==> src/hdl/adcsq_pkg.sv <==
`default_nettype none
package adcsq_pkg;
	// Multiplexer: six external inputs plus the die-temperature input
	localparam int NUM_CH = 7;
	localparam int DIE_CH = 6;
	localparam int CH_W = 3;
	localparam int NUM_SLOT = 8;
	localparam int SLOT_W = 3;
	localparam int CODE_W = 12;
	localparam int BUF_W = 13;
	localparam int NUM_BUF = 16;
	localparam int BUF_IDX_W = 4;
	localparam int CNT_W = 9;
	localparam int DIV_W = 8;
	localparam int TRIM_W = 8;
	localparam int BIAS_W = 2;
	// Slot configuration word layout
	localparam int CFG_W = 8;
	localparam int CFG_CH_LSB = 0;
	localparam int CFG_DIFF = 3;
	localparam int CFG_ALIGN_LEFT = 4;
	localparam int CFG_ACQ_EXT = 5;
	localparam int CFG_REF_EXT = 6;
	localparam int CFG_TEMP = 7;
	// Timing in converter clock cycles; RATE_DIV and DIV_MIN in system clocks
	localparam int CONV_CYC = 34;
	localparam int ACQ_CYC = 4;
	localparam int START_WAIT = 20;
	localparam int TEMP_PTS = 3;
	localparam int RATE_DIV = 544;
	localparam int DIV_MIN = RATE_DIV / CONV_CYC;
	typedef enum logic [2:0] {ST_OFF, ST_WAIT, ST_ACQ, ST_CONV, ST_PUSH} adcsq_state_t;
endpackage
`default_nettype wire

==> src/hdl/adcsq_buf2.sv <==
`default_nettype none
module adcsq_buf2 #(
	parameter int W = 16
) (
	// Clock and reset
	input wire logic clk,
	input wire logic rstn,
	// Fill side
	input wire logic in_valid,
	output logic in_ready,
	input wire logic [W-1:0] in_data,
	// Drain side
	output logic out_valid,
	input wire logic out_ready,
	output logic [W-1:0] out_data
);
	typedef struct packed {
		logic [1:0][W-1:0] mem;
		logic wp;
		logic rp;
		logic [1:0] cnt;
	} adcsq_buf_s_t;
	adcsq_buf_s_t s_q, s_d;
	logic push, pop;
	assign in_ready = (s_q.cnt != 2'h2);
	assign out_valid = (s_q.cnt != 2'h0);
	assign out_data = s_q.mem[s_q.rp];
	assign push = in_valid && in_ready;
	assign pop = out_valid && out_ready;
	always_comb begin
		s_d = s_q;
		if (push) begin
			s_d.mem[s_q.wp] = in_data;
			s_d.wp = ~s_q.wp;
		end
		if (pop) begin
			s_d.rp = ~s_q.rp;
		end
		s_d.cnt = s_q.cnt + {1'b0, push} - {1'b0, pop};
	end
	always_ff @(posedge clk or negedge rstn) begin
		if (!rstn) begin
			s_q <= '0;
		end else begin
			s_q <= s_d;
		end
	end
endmodule
`default_nettype wire

==> src/hdl/adcsq_ctrl.sv <==
`default_nettype none
// How it works
// - Seven inputs: six external, one die temperature
// - External voltage inputs differential or single-ended
// - Continuous loop or one burst then shutdown
// - Diode measured at three bias currents, cancelled
// - Temperature forces internal reference, low range
// - Temperature step is one eighth degree
// - Voltage reference selectable; two trimmed ranges
// - Voltage conversion takes 34 converter cycles
// - Converter clock divided down, at least 16
// - Acquisition extension lengthens the sample phase
// - Eight per-slot configuration words with options
// - Sixteen 13-bit results in circular store
// - Flag set after programmed sample count
// - Flag held until software clear or start
// - Stop mode aborts, clears go, powers down
// - After stop, idle until go written
// - Wait 20 converter cycles before acquiring
module adcsq_ctrl
	import adcsq_pkg::*;
#(
	parameter int SEQ_SLOTS = adcsq_pkg::NUM_SLOT
) (
	// Clock and reset
	input wire logic clk,
	input wire logic rstn,
	// Software control
	input wire logic go_write,
	input wire logic stop_mode,
	input wire logic cont_mode,
	input wire logic [adcsq_pkg::SLOT_W:0] seq_len,
	input wire logic [SEQ_SLOTS*adcsq_pkg::CFG_W-1:0] slot_cfg,
	input wire logic [adcsq_pkg::DIV_W-1:0] clk_ratio,
	input wire logic [adcsq_pkg::DIV_W-1:0] acq_ext,
	input wire logic fs_high,
	input wire logic [adcsq_pkg::TRIM_W-1:0] low_range_gain_trim,
	input wire logic [adcsq_pkg::TRIM_W-1:0] high_range_gain_trim,
	input wire logic [adcsq_pkg::BUF_IDX_W:0] ready_count,
	input wire logic flag_clear,
	// Status
	output logic conversion_go_bit,
	output logic samples_ready_flag,
	output logic busy,
	output logic powered_down,
	// Analog front end
	output logic converter_clock,
	output logic [adcsq_pkg::CH_W-1:0] mux_sel,
	output logic diff_sel,
	output logic diode_bias_on,
	output logic [adcsq_pkg::BIAS_W-1:0] diode_bias,
	output logic ref_internal,
	output logic fs_low,
	output logic [adcsq_pkg::TRIM_W-1:0] gain_trim,
	output logic sample,
	input wire logic [adcsq_pkg::CODE_W-1:0] adc_code,
	// Result stream
	output logic res_valid,
	input wire logic res_ready,
	output logic [adcsq_pkg::BUF_W-1:0] res_data,
	output logic [adcsq_pkg::CH_W-1:0] res_chan,
	// Result store read
	input wire logic [adcsq_pkg::BUF_IDX_W-1:0] rd_idx,
	output logic [adcsq_pkg::BUF_W-1:0] rd_data,
	output logic [adcsq_pkg::BUF_IDX_W-1:0] wr_ptr
);
	import adcsq_pkg::*;
	localparam int PW = CH_W + BUF_W;
	typedef struct packed {
		adcsq_state_t st;
		logic [DIV_W-1:0] div_cnt;
		logic [CNT_W-1:0] cnt;
		logic [SLOT_W-1:0] slot;
		logic [BIAS_W-1:0] bias;
		logic [CODE_W-1:0] v0;
		logic [CODE_W-1:0] v1;
		logic [BUF_W-1:0] res;
		logic go;
		logic flag;
		logic [BUF_IDX_W:0] nsamp;
		logic [BUF_IDX_W-1:0] wp;
		logic [NUM_BUF-1:0][BUF_W-1:0] mem;
		logic [BUF_W-1:0] rd;
	} adcsq_ctrl_s_t;
	adcsq_ctrl_s_t s_q, s_d;
	logic [CFG_W-1:0] cfg;
	logic [CH_W-1:0] chan;
	logic is_die, is_temp, ext_temp, tick, in_valid, in_ready, store, start, last_slot;
	logic [DIV_W-1:0] div_n;
	logic [CNT_W-1:0] acq_len;
	logic [PW-1:0] buf_out;
	logic signed [BUF_W:0] d1, d2, tcalc;
	localparam logic [DIV_W-1:0] DIV_MIN_V = DIV_W'(DIV_MIN);
	localparam logic [CNT_W-1:0] WAIT_LAST = CNT_W'(START_WAIT - 1);
	localparam logic [CNT_W-1:0] CONV_LAST = CNT_W'(CONV_CYC - ACQ_CYC - 1);
	localparam logic [BIAS_W-1:0] BIAS_LAST = BIAS_W'(TEMP_PTS - 1);
	assign cfg = slot_cfg[s_q.slot*CFG_W +: CFG_W];
	assign is_die = (cfg[CFG_CH_LSB +: CH_W] >= CH_W'(DIE_CH));
	assign chan = is_die ? CH_W'(DIE_CH) : cfg[CFG_CH_LSB +: CH_W];
	assign ext_temp = cfg[CFG_TEMP] && !is_die;
	assign is_temp = ext_temp || is_die;
	assign div_n = (clk_ratio < DIV_MIN_V) ? DIV_MIN_V : clk_ratio;
	assign tick = (s_q.st != ST_OFF) && (s_q.div_cnt == div_n - 8'h01);
	assign acq_len = CNT_W'(ACQ_CYC) + ((cfg[CFG_ACQ_EXT] && !is_temp) ? {1'b0, acq_ext} : 9'h000);
	assign last_slot = ({1'b0, s_q.slot} == seq_len - 4'h1) || (s_q.slot == SLOT_W'(SEQ_SLOTS - 1));
	assign in_valid = (s_q.st == ST_PUSH);
	assign start = (s_q.st == ST_OFF) && go_write && !stop_mode;
	assign store = res_valid && res_ready;
	// Three-point cancellation: the series-resistance drop grows linearly with bias step
	assign d1 = (BUF_W + 1)'(s_q.v1) - (BUF_W + 1)'(s_q.v0);
	assign d2 = (BUF_W + 1)'(adc_code) - (BUF_W + 1)'(s_q.v1);
	assign tcalc = (d1 <<< 1) - d2;
	always_comb begin
		s_d = s_q;
		s_d.div_cnt = (s_q.st == ST_OFF || tick) ? 8'h00 : s_q.div_cnt + 8'h01;
		unique case (s_q.st)
			ST_OFF: begin
				if (start) begin
					s_d.go = 1'b1;
					s_d.st = ST_WAIT;
					s_d.cnt = '0;
					s_d.slot = '0;
					s_d.bias = '0;
					s_d.nsamp = '0;
				end
			end
			ST_WAIT: begin
				if (tick) begin
					s_d.cnt = s_q.cnt + 9'h001;
					if (s_q.cnt == WAIT_LAST) begin
						s_d.st = ST_ACQ;
						s_d.cnt = '0;
					end
				end
			end
			ST_ACQ: begin
				if (tick) begin
					s_d.cnt = s_q.cnt + 9'h001;
					if (s_q.cnt == acq_len - 9'h001) begin
						s_d.st = ST_CONV;
						s_d.cnt = '0;
					end
				end
			end
			ST_CONV: begin
				if (tick) begin
					s_d.cnt = s_q.cnt + 9'h001;
					if (s_q.cnt == CONV_LAST) begin
						s_d.cnt = '0;
						if (ext_temp && s_q.bias != BIAS_LAST) begin
							if (s_q.bias == '0) begin
								s_d.v0 = adc_code;
							end else begin
								s_d.v1 = adc_code;
							end
							s_d.bias = s_q.bias + 2'h1;
							s_d.st = ST_ACQ;
						end else begin
							s_d.st = ST_PUSH;
							if (ext_temp) begin
								s_d.res = tcalc[BUF_W-1:0];
							end else if (is_die) begin
								s_d.res = {1'b0, adc_code};
							end else if (cfg[CFG_ALIGN_LEFT]) begin
								s_d.res = {adc_code, 1'b0};
							end else if (cfg[CFG_DIFF]) begin
								s_d.res = {adc_code[CODE_W-1], adc_code};
							end else begin
								s_d.res = {1'b0, adc_code};
							end
						end
					end
				end
			end
			ST_PUSH: begin
				if (in_ready) begin
					s_d.bias = '0;
					s_d.st = ST_ACQ;
					s_d.slot = s_q.slot + 3'h1;
					if (last_slot) begin
						s_d.slot = '0;
						if (!cont_mode) begin
							s_d.go = 1'b0;
							s_d.st = ST_OFF;
						end
					end
				end
			end
		endcase
		if (stop_mode) begin
			s_d.st = ST_OFF;
			s_d.go = 1'b0;
			s_d.cnt = '0;
		end
		// Clear first, so a sample landing in the same cycle still raises the flag
		if (flag_clear || start) begin
			s_d.flag = 1'b0;
		end
		if (store) begin
			s_d.mem[s_q.wp] = buf_out[BUF_W-1:0];
			s_d.wp = s_q.wp + 4'h1;
			s_d.nsamp = (start ? 5'h00 : s_q.nsamp) + 5'h01;
			if ((start ? 5'h00 : s_q.nsamp) + 5'h01 >= ready_count) begin
				s_d.flag = 1'b1;
				s_d.nsamp = '0;
			end
		end
		s_d.rd = s_q.mem[rd_idx];
	end
	always_ff @(posedge clk or negedge rstn) begin
		if (!rstn) begin
			s_q <= '0;
		end else begin
			s_q <= s_d;
		end
	end
	adcsq_buf2 #(
		.W(PW)
	) u_buf (
		.clk(clk),
		.rstn(rstn),
		.in_valid(in_valid),
		.in_ready(in_ready),
		.in_data({chan, s_q.res}),
		.out_valid(res_valid),
		.out_ready(res_ready),
		.out_data(buf_out)
	);
	assign res_data = buf_out[BUF_W-1:0];
	assign res_chan = buf_out[PW-1 -: CH_W];
	assign rd_data = s_q.rd;
	assign wr_ptr = s_q.wp;
	assign conversion_go_bit = s_q.go;
	assign samples_ready_flag = s_q.flag;
	assign busy = (s_q.st != ST_OFF);
	assign powered_down = (s_q.st == ST_OFF);
	assign converter_clock = tick;
	assign mux_sel = chan;
	assign diff_sel = cfg[CFG_DIFF] && !is_temp;
	assign diode_bias_on = busy && ext_temp;
	assign diode_bias = s_q.bias;
	assign ref_internal = is_temp || !cfg[CFG_REF_EXT];
	assign fs_low = is_temp || !fs_high;
	assign gain_trim = fs_low ? low_range_gain_trim : high_range_gain_trim;
	assign sample = (s_q.st == ST_ACQ);
endmodule
`default_nettype wire

==> config.mk <==
export PLATFORM = sky130hd
export DESIGN_NAME = adcsq_ctrl
export DESIGN_NICKNAME = d
export VERILOG_FILES = /design/src/hdl/adcsq_pkg.sv /design/src/hdl/adcsq_buf2.sv /design/src/hdl/adcsq_ctrl.sv
export SDC_FILE = /design/constraint.sdc
export NUM_CORES = 1
export LEC_CHECK = 0
export BUFFER_PORTS_ARGS = -buffer_cell sky130_fd_sc_hd__buf_2
export CAP_MARGIN = 25
export CORE_MARGIN = 3
export CORE_UTILIZATION = 60
export CTS_BUF_LIST = sky130_fd_sc_hd__clkbuf_8
export CTS_CLUSTER_DIAMETER = 80
export DETAILED_ROUTE_END_ITERATION = 8
export GPL_ROUTABILITY_DRIVEN = 0
export GPL_TIMING_DRIVEN = 0
export HOLD_SLACK_MARGIN = 0.1
export PLACE_DENSITY = 0.81
export SYNTH_ARGS = -nofsm -noshare
export SYNTH_HDL_FRONTEND = slang
export SYNTH_SLANG_ARGS = --single-unit
export TNS_END_PERCENT = 5
==> constraint.sdc <==
create_clock -name clk -period 5.65 [get_ports clk]
set_input_delay 0.2825 -clock clk [delete_from_list [all_inputs] [get_ports clk]]
set_output_delay 0.2825 -clock clk [all_outputs]
set_load 0.005 [all_outputs]
==> impl_metrics.xml <==
<?xml version="1.0" encoding="UTF-8"?>
<metrics>
  <group name="run_status">
    <metric name="status" unit="">finished clean</metric>
  </group>
  <group name="cts">
    <metric name="cts.repair_timing.setup_buffer_count" unit="">0</metric>
    <metric name="clk_pin_slew" unit="ps">60</metric>
    <metric name="clkLatencyLatePin" unit="ps">590</metric>
    <metric name="cts_tree" unit="">done</metric>
    <metric name="clock_path_buffers" unit="">3</metric>
    <metric name="htreeDepth" unit="">2</metric>
    <metric name="cts_buffers" unit="">54</metric>
    <metric name="cts-resized-gates" unit="">0</metric>
    <metric name="cts_sinks" unit="">330</metric>
    <metric name="postCtsHoldBufs" unit="">17</metric>
    <metric name="clock-root-buffer" unit="">sky130_fd_sc_hd__clkbuf_8</metric>
  </group>
  <group name="synth">
    <metric name="synth_nets" unit="">1806</metric>
    <metric name="synth_edf_count" unit="">0</metric>
    <metric name="synth-main-ff-cell" unit="">sky130_fd_sc_hd__dfrtp_1</metric>
    <metric name="synth_async_sr_flop_share" unit="%">100</metric>
    <metric name="post_synth_inst_count" unit="">1619</metric>
    <metric name="netlist-cell-type-count" unit="">73</metric>
    <metric name="synth_sequential_area_ratio" unit="%">47.8</metric>
    <metric name="syn_avg_cell_area" unit="sq um">10.7</metric>
    <metric name="syn-cell-area" unit="sq um">17300</metric>
    <metric name="ys_seq_elements" unit="">330</metric>
    <metric name="yosysWarnings" unit="">0</metric>
  </group>
  <group name="setup_path">
    <metric name="path_max_fanout" unit="">5</metric>
    <metric name="critPathCaptureType" unit="">register</metric>
    <metric name="worstSetupStartpointType" unit="">register</metric>
    <metric name="worstPathArrival" unit="ps">5330</metric>
    <metric name="worstPathRequired" unit="ps">6150</metric>
    <metric name="critical_path_class" unit="">reg2reg</metric>
  </group>
  <group name="global_routing">
    <metric name="grt_antenna_before_repair" unit="">1</metric>
    <metric name="grt_use_total" unit="%">29.6</metric>
    <metric name="first_global_vias" unit="">14124</metric>
    <metric name="first_pass_grt_wire_length" unit="um">72300</metric>
    <metric name="maximum_number_of_pins_on_one_net_before_global_route_repair" unit="">115</metric>
    <metric name="grt_remaining_overflow" unit="">0</metric>
  </group>
  <group name="die">
    <metric name="initial_core_util" unit="%">61.5</metric>
    <metric name="die_w" unit="um">176</metric>
    <metric name="core.rowCount" unit="">61</metric>
    <metric name="number_of_placed_i_o_pins" unit="">186</metric>
    <metric name="area_of_the_core" unit="sq um">28100</metric>
    <metric name="die_h" unit="um">176</metric>
    <metric name="fp.dieArea" unit="sq um">30800</metric>
  </group>
  <group name="power_and_ir_drop">
    <metric name="cell_internal_pwr" unit="mW">4.12</metric>
    <metric name="power.net_switching" unit="mW">1.65</metric>
    <metric name="vdd.ir_drop.worst" unit="V">0.000202</metric>
    <metric name="seq_power_share" unit="%">43.3</metric>
    <metric name="power_leakage" unit="nW">9.66</metric>
    <metric name="logic_pwr_share" unit="%">16.8</metric>
    <metric name="powerDensity" unit="nW/um^2">287</metric>
    <metric name="power.clock.fraction" unit="%">39.9</metric>
    <metric name="p_sw_share" unit="%">28.6</metric>
  </group>
  <group name="detailed_routing">
    <metric name="ratio_of_routed_vias_to_standard_cells" unit="">5.92</metric>
    <metric name="ant_nets" unit="">0</metric>
    <metric name="drt-total-wl" unit="um">45000</metric>
    <metric name="routed_wire_length_per_instance" unit="um">19.6</metric>
    <metric name="drtPass1Iterations" unit="">5</metric>
    <metric name="drcViolationCount" unit="">0</metric>
    <metric name="detail_route.iter0.violations" unit="">1008</metric>
    <metric name="vias_after_detailed_routing" unit="">13605</metric>
  </group>
  <group name="placed_design">
    <metric name="io_buffer_count" unit="">181</metric>
    <metric name="hpwl" unit="um">33300</metric>
  </group>
  <group name="sta">
    <metric name="setup_repair_after_global_routing_missed_its_margin" unit="">no</metric>
    <metric name="timing.fmax" unit="GHz">0.207</metric>
    <metric name="final-hold-violation-count" unit="">0</metric>
    <metric name="finClkSkew" unit="ps">34.2</metric>
    <metric name="finalCritPeriodShare" unit="%">85.4</metric>
    <metric name="final.hold.worst_slack" unit="ps">137</metric>
    <metric name="slew_headroom" unit="%">31.4</metric>
    <metric name="worstMarginPinSlew" unit="ps">1000</metric>
    <metric name="final_max_slew_viol_count" unit="">0</metric>
    <metric name="timing.final.setup_violations" unit="">0</metric>
    <metric name="min_period" unit="ps">4830</metric>
  </group>
  <group name="worst_hold_path">
    <metric name="worst_hold_path_type" unit="">in2reg</metric>
  </group>
  <group name="finish">
    <metric name="area_growth_syn_to_layout" unit="%">16.5</metric>
    <metric name="post_route_cells_drive_above_1_share" unit="%">23.8</metric>
    <metric name="layout.cells.most_common" unit="">sky130_fd_sc_hd__dfrtp_1</metric>
    <metric name="layout.nets" unit="">2062</metric>
    <metric name="commonest_cells_after_routing_fill_and_taps_aside" unit="">sky130_fd_sc_hd__dfrtp_1, sky130_fd_sc_hd__nand2_1, sky130_fd_sc_hd__o21ai_0</metric>
    <metric name="final_util" unit="%">71.6</metric>
  </group>
  <group name="run">
    <metric name="timing.max_cap.violations" unit="">0</metric>
  </group>
</metrics>
synthesized netlist by cell type, types with 9 or more instances:
cell type | instances | share of area, %
sky130_fd_sc_hd__nand3_1 | 26 | 0.75
sky130_fd_sc_hd__nor4_1 | 9 | 0.33
sky130_fd_sc_hd__nor2_1 | 50 | 1.1
sky130_fd_sc_hd__a21oi_1 | 24 | 0.70
sky130_fd_sc_hd__nand2_1 | 299 | 6.5
sky130_fd_sc_hd__xnor2_1 | 37 | 1.9
sky130_fd_sc_hd__and3_1 | 14 | 0.51
sky130_fd_sc_hd__ha_1 | 45 | 3.3
sky130_fd_sc_hd__nor3_1 | 11 | 0.32
sky130_fd_sc_hd__o21ai_0 | 260 | 7.5
sky130_fd_sc_hd__xor2_1 | 15 | 0.76
sky130_fd_sc_hd__mux4_2 | 76 | 9.9
sky130_fd_sc_hd__dfrtp_1 | 330 | 48
sky130_fd_sc_hd__mux2_2 | 47 | 3.1
sky130_fd_sc_hd__inv_1 | 79 | 1.7
sky130_fd_sc_hd__buf_4 | 20 | 0.87
sky130_fd_sc_hd__mux2_4 | 10 | 0.87
sky130_fd_sc_hd__clkbuf_1 | 75 | 1.6
sky130_fd_sc_hd__o211ai_1 | 11 | 0.48
sky130_fd_sc_hd__fa_1 | 13 | 1.5
sky130_fd_sc_hd__mux2i_1 | 29 | 1.7
sky130_fd_sc_hd__buf_1 | 9 | 0.20
cell families (layout without fill, tap and decap cells):
kind of cell | Yosys count | after routing | synth area share [%]
AND/OR/NAND/NOR | 461 | 461 | 11.7
AO/OA/AOI/OAI | 360 | 360 | 11.8
flip-flops | 330 | 330 | 47.8
buffers and inverters | 189 | 488 | 4.69
multiplexers | 167 | 167 | 16.3
adder cells (fa/ha/maj) | 58 | 58 | 4.77
XOR/XNOR | 54 | 54 | 2.91
other | 0 | 1 | 0
state kept, by name (all words and copies together), names as in the netlist:
name / cells
rd_data: 13
u_buf.s_q: 36
wr_ptr: 4
s_q: 273
diode_bias: 2
samples_ready_flag: 1
conversion_go_bit: 1
stage by stage:
stage	TNS (ps)	total power [mW]	instances	worst slack (ps)	area [sq um]
after floorplan	0	3.12	1619	1480	17300
after CTS	0	5.80	2296	839	20100
final	0	5.77	2297	824	20100
after detailed placement	0	3.50	2180	892	18700
after global routing	0	6.02	2297	597	20100
after global placement	-564110	3.46	2178	-1740	18600
layout make-up:
class / count / area (sq um)
clock inverter: 27 / 236
sequential: 330 / 8260
tap: 378 / 473
fill: 2018 / 7980
multi-input combinational: 1100 / 8200
timing repair buffer: 200 / 1140
inverter: 80 / 300
buffer: 109 / 509
clock buffer: 72 / 991
antenna: 1 / 2.50
power by group through the flow:
stage | clock, mW | sequential (mW) | combinational [mW]
2_1_floorplan | 0 | 2.52 | 0.593
3_3_place_gp | 0 | 2.54 | 0.924
3_5_place_dp | 0 | 2.54 | 0.957
4_1_cts | 2.32 | 2.50 | 0.973
5_1_grt | 2.44 | 2.51 | 1.07
6_report | 2.30 | 2.50 | 0.971
worst paths after layout:
check,cells after the start,from,slack (ps),end
setup / recovery,20,s_q[245]$_DFFE_PN0P_,820,s_q[244]$_DFFE_PN0P_
hold / removal,2,rd_idx[2],140,rd_data[1]$_DFF_PN0_
setup reg to reg,20,s_q[245]$_DFFE_PN0P_,820,s_q[244]$_DFFE_PN0P_
hold reg to reg,2,s_q[195]$_DFFE_PN0P_,480,s_q[195]$_DFFE_PN0P_
max in group asynchronous,3,rstn,4280,s_q[168]$_DFFE_PN0P_
min in group asynchronous,2,rstn,300,s_q[23]$_DFFE_PN0P_
critical path, stage by stage, from the launching register on:
cell	delay (ps)
sky130_fd_sc_hd__dfrtp_1	380
sky130_fd_sc_hd__inv_1	80
sky130_fd_sc_hd__ha_1	200
sky130_fd_sc_hd__inv_1	70
sky130_fd_sc_hd__fa_1	410
sky130_fd_sc_hd__a21o_1	180
sky130_fd_sc_hd__a21oi_1	240
sky130_fd_sc_hd__o21bai_1	90
sky130_fd_sc_hd__a21oi_1	240
sky130_fd_sc_hd__o21bai_1	140
sky130_fd_sc_hd__a21oi_1	250
sky130_fd_sc_hd__xnor2_1	170
sky130_fd_sc_hd__fa_1	440
sky130_fd_sc_hd__ha_1	380
sky130_fd_sc_hd__nand3_1	110
sky130_fd_sc_hd__nand2_1	60
sky130_fd_sc_hd__a41o_1	220
sky130_fd_sc_hd__o41ai_1	300
sky130_fd_sc_hd__xnor3_1	450
sky130_fd_sc_hd__o211ai_1	170
sky130_fd_sc_hd__o21a_1	140
per-layer routing:
layer / up-vias / global-route usage [%] / wire, um
met5: - / 0 / 0
met1: 6657 / 35.4 / 16800
met3: 128 / 4.97 / 2970
li1: 6201 / - / -
met4: 0 / 14.2 / 2220
met2: 619 / 52.3 / 23000
(Power assumes the default switching activity.)
